**config.mk**
```make
export PLATFORM = sky130hd
export DESIGN_NAME = csq_core_seq
export DESIGN_NICKNAME = d
export VERILOG_FILES = /design/src/hw/csq_pkg.sv /design/src/hw/csq_core_seq.sv
export SDC_FILE = /design/constraint.sdc
export NUM_CORES = 1
export LEC_CHECK = 0
export BUFFER_PORTS_ARGS = -buffer_cell sky130_fd_sc_hd__buf_2
export CAP_MARGIN = 20
export CORE_UTILIZATION = 35
export CTS_CLUSTER_SIZE = 14
export DETAILED_ROUTE_END_ITERATION = 10
export PLACE_DENSITY = 0.65
export SLEW_MARGIN = 20
export SYNTH_ARGS = -nofsm -noshare
export SYNTH_HDL_FRONTEND = slang
export SYNTH_SLANG_ARGS = --single-unit
```
**constraint.sdc**
```tcl
create_clock -name clk -period 7.7 [get_ports clk]
set_clock_uncertainty 0.05 [all_clocks]
set_input_delay 1.155 -clock clk [delete_from_list [all_inputs] [get_ports clk]]
set_output_delay 1.155 -clock clk [all_outputs]
set_load 0.03 [all_outputs]
```
**src/hw/csq_pkg.sv**
```systemverilog
package csq_pkg;

   // ************************************************************
   // Widths and depths
   // ************************************************************
   localparam int CSQ_PC_W = 12;
   localparam int CSQ_STACK_DEPTH = 6;
   localparam int CSQ_DS_AW = 8;
   localparam int CSQ_DW = 8;
   localparam int CSQ_WIN_OFS_W = 6;
   localparam int CSQ_WBASE_W = 7;
   localparam int CSQ_WBASE_MSB = 6;
   localparam int CSQ_ROM_AW_MAX = 13;
   localparam int CSQ_CTX_HIST = 2;
   localparam int CSQ_READ_LATENCY = 2;

   // ************************************************************
   // Data-space map
   // ************************************************************
   localparam logic [7:0] CSQ_WIN_LO = 8'h40;
   localparam logic [7:0] CSQ_WIN_HI = 8'h7F;
   localparam logic [7:0] CSQ_PTR_ONE_OFS = 8'h80;
   localparam logic [7:0] CSQ_PTR_TWO_OFS = 8'h81;
   localparam logic [7:0] CSQ_SAVE_ONE_OFS = 8'h82;
   localparam logic [7:0] CSQ_SAVE_TWO_OFS = 8'h83;
   localparam logic [7:0] CSQ_WBASE_OFS = 8'hC9;
   localparam logic [7:0] CSQ_ACC_OFS = 8'hFF;

   // ************************************************************
   // Reset values and PC increment
   // ************************************************************
   localparam logic [7:0] CSQ_REG_RST = 8'h00;
   localparam logic [7:0] CSQ_NO_DATA = 8'h00;
   localparam logic [11:0] CSQ_PC_INC = 12'h001;
   localparam logic [11:0] CSQ_RESET_VEC = 12'hFFE;

   // ************************************************************
   // Types
   // ************************************************************
   typedef enum logic [1:0] {
      CSQ_CTX_NORMAL,
      CSQ_CTX_IRQ,
      CSQ_CTX_NMI
   } csq_ctx_t;

   typedef enum logic [3:0] {
      CSQ_OP_HOLD,
      CSQ_OP_NEXT,
      CSQ_OP_JUMP,
      CSQ_OP_CALL,
      CSQ_OP_REL,
      CSQ_OP_IRQ,
      CSQ_OP_NMI,
      CSQ_OP_RET,
      CSQ_OP_INTERRUPT_EXIT_OP
   } csq_op_t;

endpackage : csq_pkg

```
**src/hw/csq_core_seq.sv**
```systemverilog
`timescale 1ns/1ns
`default_nettype none

module csq_core_seq
   import csq_pkg::*;
#(
   parameter int ROM_AW = CSQ_ROM_AW_MAX,
   parameter logic [11:0] RESET_VECTOR = CSQ_RESET_VEC
) (
   input wire logic clk,
   input wire logic reset_n,
   input wire csq_op_t seq_op,
   input wire logic [11:0] seq_target,
   input wire logic [7:0] seq_offset,
   input wire logic [11:0] seq_vector,
   input wire logic alu_carry_we,
   input wire logic alu_carry,
   input wire logic alu_zero_we,
   input wire logic alu_zero,
   input wire logic alu_acc_we,
   input wire logic [7:0] alu_acc_wdata,
   input wire logic [7:0] ds_addr,
   input wire logic ds_rd,
   input wire logic ds_wr,
   input wire logic ds_bitop,
   input wire logic [7:0] ds_wdata,
   input wire logic [7:0] rom_rdata,
   output logic [11:0] program_counter_r,
   output csq_ctx_t context_r,
   output logic carry_flag_r,
   output logic zero_flag_r,
   output logic [2:0] stack_depth_r,
   output logic [7:0] accumulator_r,
   output logic [7:0] indirect_pointer_one_r,
   output logic [7:0] indirect_pointer_two_r,
   output logic [7:0] short_direct_save_one_r,
   output logic [7:0] short_direct_save_two_r,
   output logic [ROM_AW-1:0] rom_addr_r,
   output logic rom_rd_r,
   output logic ds_rvalid_r,
   output logic [7:0] ds_rdata_r
);

   // ************************************************************
   // Elaboration checks
   // ************************************************************
   if (ROM_AW < CSQ_WBASE_W || ROM_AW > CSQ_ROM_AW_MAX) begin : g_bad_aw
      $error("ROM_AW out of range");
   end

   // ************************************************************
   // Declarations
   // ************************************************************
   logic [11:0] stk_r [CSQ_STACK_DEPTH];
   logic [11:0] stk_nxt [CSQ_STACK_DEPTH];
   logic [11:0] pc_nxt;
   logic [11:0] rel_sum;
   logic [2:0] depth_nxt;
   logic push;
   logic pop;
   csq_ctx_t ctx_nxt;
   csq_ctx_t hist_r [CSQ_CTX_HIST];
   logic [1:0] hdepth_r;
   logic c_bank_r [3];
   logic z_bank_r [3];
   logic c_bank_nxt [3];
   logic z_bank_nxt [3];
   logic [CSQ_WBASE_W-1:0] wbase_r;
   logic [CSQ_ROM_AW_MAX-1:0] win_addr;
   logic win_hit;
   logic wbase_wr;
   logic [7:0] reg_rdata;
   logic rd_pend_r;
   logic rd_win_r;
   logic [7:0] rd_data_r;

   // ************************************************************
   // Program counter
   // ************************************************************
   // Relative branches pass through the adder with a sign-extended offset
   assign rel_sum = program_counter_r + {{4{seq_offset[7]}}, seq_offset};
   assign push = (seq_op == CSQ_OP_CALL) || (seq_op == CSQ_OP_IRQ) || (seq_op == CSQ_OP_NMI);
   assign pop = (seq_op == CSQ_OP_RET) || (seq_op == CSQ_OP_INTERRUPT_EXIT_OP);

   always_comb begin
      case (seq_op)
         CSQ_OP_HOLD: pc_nxt = program_counter_r;
         CSQ_OP_NEXT: pc_nxt = program_counter_r + CSQ_PC_INC;
         CSQ_OP_JUMP: pc_nxt = seq_target;
         CSQ_OP_CALL: pc_nxt = seq_target;
         CSQ_OP_REL: pc_nxt = rel_sum;
         CSQ_OP_IRQ: pc_nxt = seq_vector;
         CSQ_OP_NMI: pc_nxt = seq_vector;
         CSQ_OP_RET, CSQ_OP_INTERRUPT_EXIT_OP: begin
            // Empty stack: continue with the next byte
            if (stack_depth_r == 3'h0) begin
               pc_nxt = program_counter_r + CSQ_PC_INC;
            end else begin
               pc_nxt = stk_r[0];
            end
         end
         default: pc_nxt = program_counter_r;
      endcase
   end

   always_ff @(posedge clk) begin
      if (!reset_n) begin
         program_counter_r <= RESET_VECTOR;
      end else begin
         program_counter_r <= pc_nxt;
      end
   end

   // ************************************************************
   // Return stack
   // ************************************************************
   for (genvar i = 0; i < CSQ_STACK_DEPTH; i++) begin : g_stk
      always_comb begin
         if (push) begin
            stk_nxt[i] = (i == 0) ? program_counter_r : stk_r[(i == 0) ? 0 : i - 1];
         end else if (pop && stack_depth_r != 3'h0) begin
            stk_nxt[i] = stk_r[(i == CSQ_STACK_DEPTH - 1) ? i : i + 1];
         end else begin
            stk_nxt[i] = stk_r[i];
         end
      end
      always_ff @(posedge clk) begin
         if (!reset_n) begin
            stk_r[i] <= 12'h000;
         end else begin
            stk_r[i] <= stk_nxt[i];
         end
      end
   end

   always_comb begin
      depth_nxt = stack_depth_r;
      if (push && stack_depth_r != 3'(CSQ_STACK_DEPTH)) begin
         depth_nxt = stack_depth_r + 3'h1;
      end else if (pop && stack_depth_r != 3'h0) begin
         depth_nxt = stack_depth_r - 3'h1;
      end
   end

   // Depth saturates at six and never underflows
   always_ff @(posedge clk) begin
      if (!reset_n) begin
         stack_depth_r <= 3'h0;
      end else begin
         stack_depth_r <= depth_nxt;
      end
   end

   // ************************************************************
   // Context and flag banks
   // ************************************************************
   always_comb begin
      case (seq_op)
         CSQ_OP_IRQ: ctx_nxt = CSQ_CTX_IRQ;
         CSQ_OP_NMI: ctx_nxt = CSQ_CTX_NMI;
         CSQ_OP_INTERRUPT_EXIT_OP: ctx_nxt = (hdepth_r != 2'h0) ? hist_r[0] : CSQ_CTX_NORMAL;
         default: ctx_nxt = context_r;
      endcase
   end

   always_ff @(posedge clk) begin
      if (!reset_n) begin
         context_r <= CSQ_CTX_NMI;
         hist_r[0] <= CSQ_CTX_NORMAL;
         hist_r[1] <= CSQ_CTX_NORMAL;
         hdepth_r <= 2'h0;
      end else begin
         context_r <= ctx_nxt;
         if (seq_op == CSQ_OP_IRQ || seq_op == CSQ_OP_NMI) begin
            hist_r[0] <= context_r;
            hist_r[1] <= hist_r[0];
            if (hdepth_r != 2'(CSQ_CTX_HIST)) begin
               hdepth_r <= hdepth_r + 2'h1;
            end
         end else if (seq_op == CSQ_OP_INTERRUPT_EXIT_OP && hdepth_r != 2'h0) begin
            hist_r[0] <= hist_r[1];
            hdepth_r <= hdepth_r - 2'h1;
         end
      end
   end

   // Only the bank of the running context is written; others keep their state
   for (genvar g = 0; g < 3; g++) begin : g_bank
      assign c_bank_nxt[g] = (context_r == csq_ctx_t'(g) && alu_carry_we) ? alu_carry
                                                                         : c_bank_r[g];
      assign z_bank_nxt[g] = (context_r == csq_ctx_t'(g) && alu_zero_we) ? alu_zero
                                                                        : z_bank_r[g];
      always_ff @(posedge clk) begin
         if (!reset_n) begin
            c_bank_r[g] <= 1'b0;
            z_bank_r[g] <= 1'b0;
         end else begin
            c_bank_r[g] <= c_bank_nxt[g];
            z_bank_r[g] <= z_bank_nxt[g];
         end
      end
   end

   always_ff @(posedge clk) begin
      if (!reset_n) begin
         carry_flag_r <= 1'b0;
         zero_flag_r <= 1'b0;
      end else begin
         carry_flag_r <= c_bank_nxt[ctx_nxt];
         zero_flag_r <= z_bank_nxt[ctx_nxt];
      end
   end

   // ************************************************************
   // Data-space registers
   // ************************************************************
   assign wbase_wr = ds_wr && !ds_bitop && ds_addr == CSQ_WBASE_OFS;

   // Window base deliberately has no reset
   always_ff @(posedge clk) begin
      if (wbase_wr) begin
         wbase_r <= ds_wdata[CSQ_WBASE_MSB:0];
      end
   end

   always_ff @(posedge clk) begin
      if (!reset_n) begin
         accumulator_r <= CSQ_REG_RST;
      end else if (alu_acc_we) begin
         accumulator_r <= alu_acc_wdata;
      end else if (ds_wr && ds_addr == CSQ_ACC_OFS) begin
         accumulator_r <= ds_wdata;
      end
   end

   always_ff @(posedge clk) begin
      if (!reset_n) begin
         indirect_pointer_one_r <= CSQ_REG_RST;
         indirect_pointer_two_r <= CSQ_REG_RST;
         short_direct_save_one_r <= CSQ_REG_RST;
         short_direct_save_two_r <= CSQ_REG_RST;
      end else if (ds_wr) begin
         case (ds_addr)
            CSQ_PTR_ONE_OFS: indirect_pointer_one_r <= ds_wdata;
            CSQ_PTR_TWO_OFS: indirect_pointer_two_r <= ds_wdata;
            CSQ_SAVE_ONE_OFS: short_direct_save_one_r <= ds_wdata;
            CSQ_SAVE_TWO_OFS: short_direct_save_two_r <= ds_wdata;
            default: ;
         endcase
      end
   end

   // ************************************************************
   // Data-space reads and ROM window
   // ************************************************************
   assign win_hit = ds_addr >= CSQ_WIN_LO && ds_addr <= CSQ_WIN_HI;
   assign win_addr = {wbase_r, ds_addr[CSQ_WIN_OFS_W-1:0]};

   always_comb begin
      case (ds_addr)
         CSQ_PTR_ONE_OFS: reg_rdata = indirect_pointer_one_r;
         CSQ_PTR_TWO_OFS: reg_rdata = indirect_pointer_two_r;
         CSQ_SAVE_ONE_OFS: reg_rdata = short_direct_save_one_r;
         CSQ_SAVE_TWO_OFS: reg_rdata = short_direct_save_two_r;
         CSQ_ACC_OFS: reg_rdata = accumulator_r;
         default: reg_rdata = CSQ_NO_DATA;
      endcase
   end

   // Stage one: issue ROM fetch or latch register data
   always_ff @(posedge clk) begin
      if (!reset_n) begin
         rd_pend_r <= 1'b0;
         rd_win_r <= 1'b0;
         rd_data_r <= CSQ_NO_DATA;
         rom_rd_r <= 1'b0;
         rom_addr_r <= '0;
      end else begin
         rd_pend_r <= ds_rd;
         rd_win_r <= ds_rd && win_hit;
         rd_data_r <= reg_rdata;
         rom_rd_r <= ds_rd && win_hit;
         if (ds_rd && win_hit) begin
            rom_addr_r <= win_addr[ROM_AW-1:0];
         end
      end
   end

   // Stage two: answer
   always_ff @(posedge clk) begin
      if (!reset_n) begin
         ds_rvalid_r <= 1'b0;
         ds_rdata_r <= CSQ_NO_DATA;
      end else begin
         ds_rvalid_r <= rd_pend_r;
         ds_rdata_r <= rd_win_r ? rom_rdata : rd_data_r;
      end
   end
endmodule : csq_core_seq

`default_nettype wire

```
# ---- After elaboration in Yosys (flattened, before gate mapping)
# Memory sizes are Yosys's and may differ from the RTL's.
# Index checks and enable logic that the tools add are counted.
dict set report op_classes {
  add_sub_neg 6
  n_mul 0
  div_mod_pow 0
  magnitude_cmp 3
  n_eq_ne 19
  shift 0
  muxes 60
  bitwise 16
  n_reduce_logical 35
}
# op count
set ops {}
lappend ops {{two-way mux 12 bit} 18}
lappend ops {{case mux 12 bit (5 select lines)} 1}
lappend ops {{== test 8 bit, second input constant} 6}
lappend ops {{case mux 8 bit (5 select lines)} 1}
lappend ops {{two-way mux 1 bit} 25}
lappend ops {{two-way mux 8 bit} 3}
lappend ops {{== test 4 x 3 -> 1 bit, second input constant} 4}
lappend ops {{bitwise OR 1 bit} 15}
lappend ops {{logical AND 1 bit} 14}
lappend ops {{two-way mux 2 bit} 7}
lappend ops {{adder 12 x 1 -> 12 bit, second input constant} 1}
lappend ops {{adder 12 bit} 1}
lappend ops {{AND reduction 2 bit} 5}
lappend ops {{== test 4 x 2 -> 1 bit, second input constant} 2}
lappend ops {{greater-or-equal comparator 8 x 7 -> 1 bit, second input constant} 1}
lappend ops {{less-or-equal comparator 8 x 7 -> 1 bit, second input constant} 1}
lappend ops {{nonzero test 2 bit} 4}
lappend ops {{two-way mux 3 bit} 2}
lappend ops {{case mux 2 bit (3 select lines)} 1}
lappend ops {{OR reduction 2 bit} 3}
lappend ops {{nonzero test 5 bit} 1}
lappend ops {{binary-select mux 1 bit (select 2 bit)} 2}
lappend ops {{== test 4 x 1 -> 1 bit, second input constant} 1}
lappend ops {{== test 4 bit, second input constant} 1}
lappend ops {{16 further kinds} 19}
dict set report word_totals {
  register_bits 100
  latch_bits 0
  mem_bits_rw 82
  romBits 0
  inputBits 78
  out_inout_bits 82
  word_cells 161
  n_memories 4
}
# memory words word_bits read_ports rd_clocked_by_memory_dff write_ports line
set mem_list {}
lappend mem_list {stk_r 6 12 6 0 6 csq_core_seq.sv:54} ;# logic [11:0] stk_r [CSQ_STACK_DEPTH];
lappend mem_list {hist_r 2 2 2 0 2 csq_core_seq.sv:62} ;# csq_ctx_t hist_r [CSQ_CTX_HIST];
lappend mem_list {c_bank_r 3 1 3 0 3 csq_core_seq.sv:64} ;# logic c_bank_r [3];
lappend mem_list {z_bank_r 3 1 3 0 3 csq_core_seq.sv:65} ;# logic z_bank_r [3];

# ---- Logic depth before layout (Yosys ltp)
dict set report logic_depth {
  ltp_word 7
  ltp_mapped 12
  depth_no_buf 9
}

# ---- Worst setup path before layout
# No wires, ideal clock.
dict set report synth_path {
  path_type {input to register}
  startpoint {in seq_op[1]}
  endpoint {reg stack_depth_r[2]}
  setup_ns 0.128
  arrival_time_ns 3.131
  required_ns 7.522
  path_slack_ns 4.391
  stages 11
  path_buffers 4
  path_cell_list {buf_2 buf_2 nand3b_1 a21oi_1 clkbuf_1 buf_2 nand2_1 fa_1 a31oi_1 xor2_1 nor2_1}
}
dict set report synth_between {
  elab_chain_len 5
  elab_cells_between_ends 12
  cone_classes {5 x eq/ne; 1 x mux; 6 x reduce/logical}
}
# item line
set synth_rtl {}
lappend synth_rtl {{start, declared} csq_core_seq.sv:12} ;# input wire csq_op_t seq_op,
lappend synth_rtl {{== test 4 x 2 -> 1 bit / == test 4 x 3 -> 1 bit (equally long branches)} csq_core_seq.sv:82} ;# assign push = (seq_op == CSQ_OP_CALL) || (seq_op == CSQ_OP_IRQ) || (seq_op == CSQ_OP_NMI);
lappend synth_rtl {{logical OR 1 bit (2 in series)} csq_core_seq.sv:82}
lappend synth_rtl {{logical AND 1 bit} csq_core_seq.sv:138} ;# if (push && stack_depth_r != 3'(CSQ_STACK_DEPTH)) begin
lappend synth_rtl {{two-way mux 3 bit / nonzero test 2 bit (equally long branches)} --}
lappend synth_rtl {{end signal, assigned} csq_core_seq.sv:150} ;# stack_depth_r <= depth_nxt;
lappend synth_rtl {{end, declared} csq_core_seq.sv:32} ;# output logic [2:0] stack_depth_r,
# Parallel ways exist; a longest one is shown, timed or not.
# A chain may end at the register's enable or synchronous reset.

==> metrics <==
hold depth=2; Synth Area in XOR/XNOR=0.0270; sequential element share of the synthesized area=0.445; Crit. End Element=register; Peak VDD IR=0.134 mV; WS Path Type=in -> reg; global route overflow=0; total global-route track usage=0.179; RSZ-0062 raised after global routing=false; Post-synth EDFFs=11; final core utilization=0.425; max FFs per register=72; status=complete, no violations; crit-path cells=buf_2 -> or4b_1 -> a21oi_4 -> buf_4 -> nor2_1 -> buf_4 -> a21oi_1 -> nor2_1; Worst Path Required=7.93 ns; clock network power share=0.390; Pre-antenna DRT Iters=6; crit path launch=seq_op[1]; post-synthesis compound-gate area fraction=0.212; post-route total power=2230 uW; Finish-stage setup viols=0; Post-CTS Setup Bufs=0; initial antenna violation count=0; Max Slew Vio Count=0; Worst-path clk slew=0.07 ns; CP peak stage delay=0.74 ns; max-cap viol count=0; Initial DRC Count=646; maximum root-to-sink buffer count=2; fin area=0.0100 mm^2; Switching Share=0.299; cells after synthesis=1023; worst reg2reg path startpoint=stack_depth_r[0]; asr flop ratio synth=0; first-pass GRT wire length=35.6 mm; Slew headroom=0.325; top-area cell type share of the netlist area=0.406; top-count cell post-synth=nand2_1; number of global-route vias before repair=6929; HP Start=rom_addr_r[1]; Area Growth Syn to Fin=18.7%; Seq pwr share=0.465; Synthesized Nets=1115; initial core utilization=0.358; critical path launch point type=input pin; Worst Hold Class=reg -> reg; Clock Sinks=182; placed insts=1437; num ports=160; syn avg cell area=8.24 um^2; Post-DP HPWL=15.2 mm; Top reg by flops=stk_r; Final #Nets=1229; Largest regs=stk_r (72), rom_addr_r (13), program_counter_r (12); CTS tree=built; largest family of logic cells by synthesized area=simple AND/OR/NAND/NOR gates; DRT antenna net count=0; post-synthesis adder-cell area fraction=0.0226; core area=0.0235 mm^2; ANT cells=0; final worst-path cycle share=0.460; Pint=1560 uW; CTS Hold Bufs=0; post_cts resized=0; port bufs=159; CTS Root Cell=clkbuf_16; die span in x=157 um; Distinct cells, synth=60; pin count of the biggest net entering global routing=84; Area contributors post-synth=dfxtp_1 (41%), nand2_1 (9.6%), a21oi_1 (6.8%); synth cell count leaders=nand2_1 (216), dfxtp_1 (171), a21oi_1 (114), nor2_1 (84), nand3_1 (60); Post-synth top flop=dfxtp_1; register bit total from synthesis=182; routed vias=7808; H-Tree Depth=4; Rows=56; GPL Wtd Cong=0.828; slowest CP cell=or4b_1; setup TNS=0 ns; Cell Area, Synth=0.00843 mm^2; Pwr per Cell Area=223 mW/mm^2; fmax=0.282 GHz; combinational share of power=0.145; DIE HEIGHT=157 um; post-synthesis mux area share=0.0276; latest clock arrival within the worst-skew pair=0.43 ns; slew at the pin with the worst max-slew slack=1.01 ns; Final min period=3.54 ns; Non-Filler Instances=1469; full die area=0.0247 mm^2; Total Wirelength=22.5 mm; final hold violations=0; largest area contributor in the netlist=dfxtp_1; Worst Path Max Fanout=71; ratio of cells with drive above 1 in the final layout=0.187; post-synthesis simple-gate area fraction=0.223; drt wl/cell=15.3 um; TritonCTS Buffers=17; sw power=664 uW; cell area after placement=0.00940 mm^2; Yosys warning total=0; DRC viols=0; crit path DAT=3.78 ns; drt via density=5.32; LEAKAGE=0.00374 uW; Worst R2R Path Depth=7
[cells in the final DEF (no fill, tap or decap), types with 5 or more instances in the layout]
cell type	Yosys	final
nand2b_1	8	8
buf_4	4	12
edfxtp_1	11	11
clkbuf_16	0	18
nor2b_1	7	7
mux2i_1	21	21
a222oi_1	10	10
a221oi_1	7	7
ha_1	12	12
nor2_1	84	83
nand3_1	60	60
a21oi_1	114	113
nand4_1	11	11
nor3_1	7	7
buf_2	14	159
o211ai_1	5	5
o221ai_1	5	5
a211oi_1	11	11
a22oi_1	33	33
nand3b_1	5	5
inv_1	8	8
nand2_1	216	216
xnor2_1	8	8
a311oi_1	32	32
o21ai_0	18	18
xor2_1	18	18
dfxtp_1	171	171
[per-stage QoR]
step	hold WS [ns]	setup WS, ns
6_report	0.403	4.16
3_3_place_gp	0.374	3.74
4_1_cts	0.399	4.18
2_1_floorplan	0.362	4.39
5_1_grt	0.420	3.97
3_5_place_dp	0.376	3.74
[layout make-up]
type | count | area [um^2]
fill | 2390 | 13500
multi-input combinational | 756 | 4330
timing repair buffer | 171 | 886
sequential | 182 | 3750
inverter | 9 | 36.3
clock buffer | 19 | 464
tap | 319 | 399
clock inverter | 13 | 131
[metal layers]
| metal | wire length [um] | track usage | up-vias |
|---|---|---|---|
| li1 | - | - | 3902 |
| met1 | 10500 | 0.245 | 3644 |
| met2 | 10400 | 0.280 | 243 |
| met3 | 1350 | 0.0388 | 19 |
| met4 | 255 | 0.0583 | 0 |
| met5 | 0 | 0 | - |
[critical path, delay by kind of cell]
family                 cells  cell delay, ns
and+or+nand+nor            3            1.18
AOI/OAI and AO/OA          2            0.33
buffers and inverters      3            1.06
[worst paths after layout]
check	slack (ns)	end
worst max-delay path	4.16	stk_r[1][8]
worst min-delay path	0.40	rom_addr_r[1]
worst max register to register	4.84	stk_r[3][9]
worst min register to register	0.40	rom_addr_r[1]
[cells by family (layout without fill, tap and decap cells)]
logic type / Yosys count / after routing
flops: 182 / 182
simple gates: 425 / 425
fa+ha+maj: 14 / 14
xor+xnor: 26 / 26
compound gates: 268 / 268
buf+inv: 85 / 212
mux: 23 / 23
[power groups by stage]
stage	Clock (uW)	Sequential (uW)	Combinational (uW)
after floorplan	0	1070	206
after global placement	0	1050	318
after detailed placement	0	1050	322
after CTS	887	1030	324
after global routing	923	1040	357
final	869	1030	323
Power figures use the tool's default switching activity.
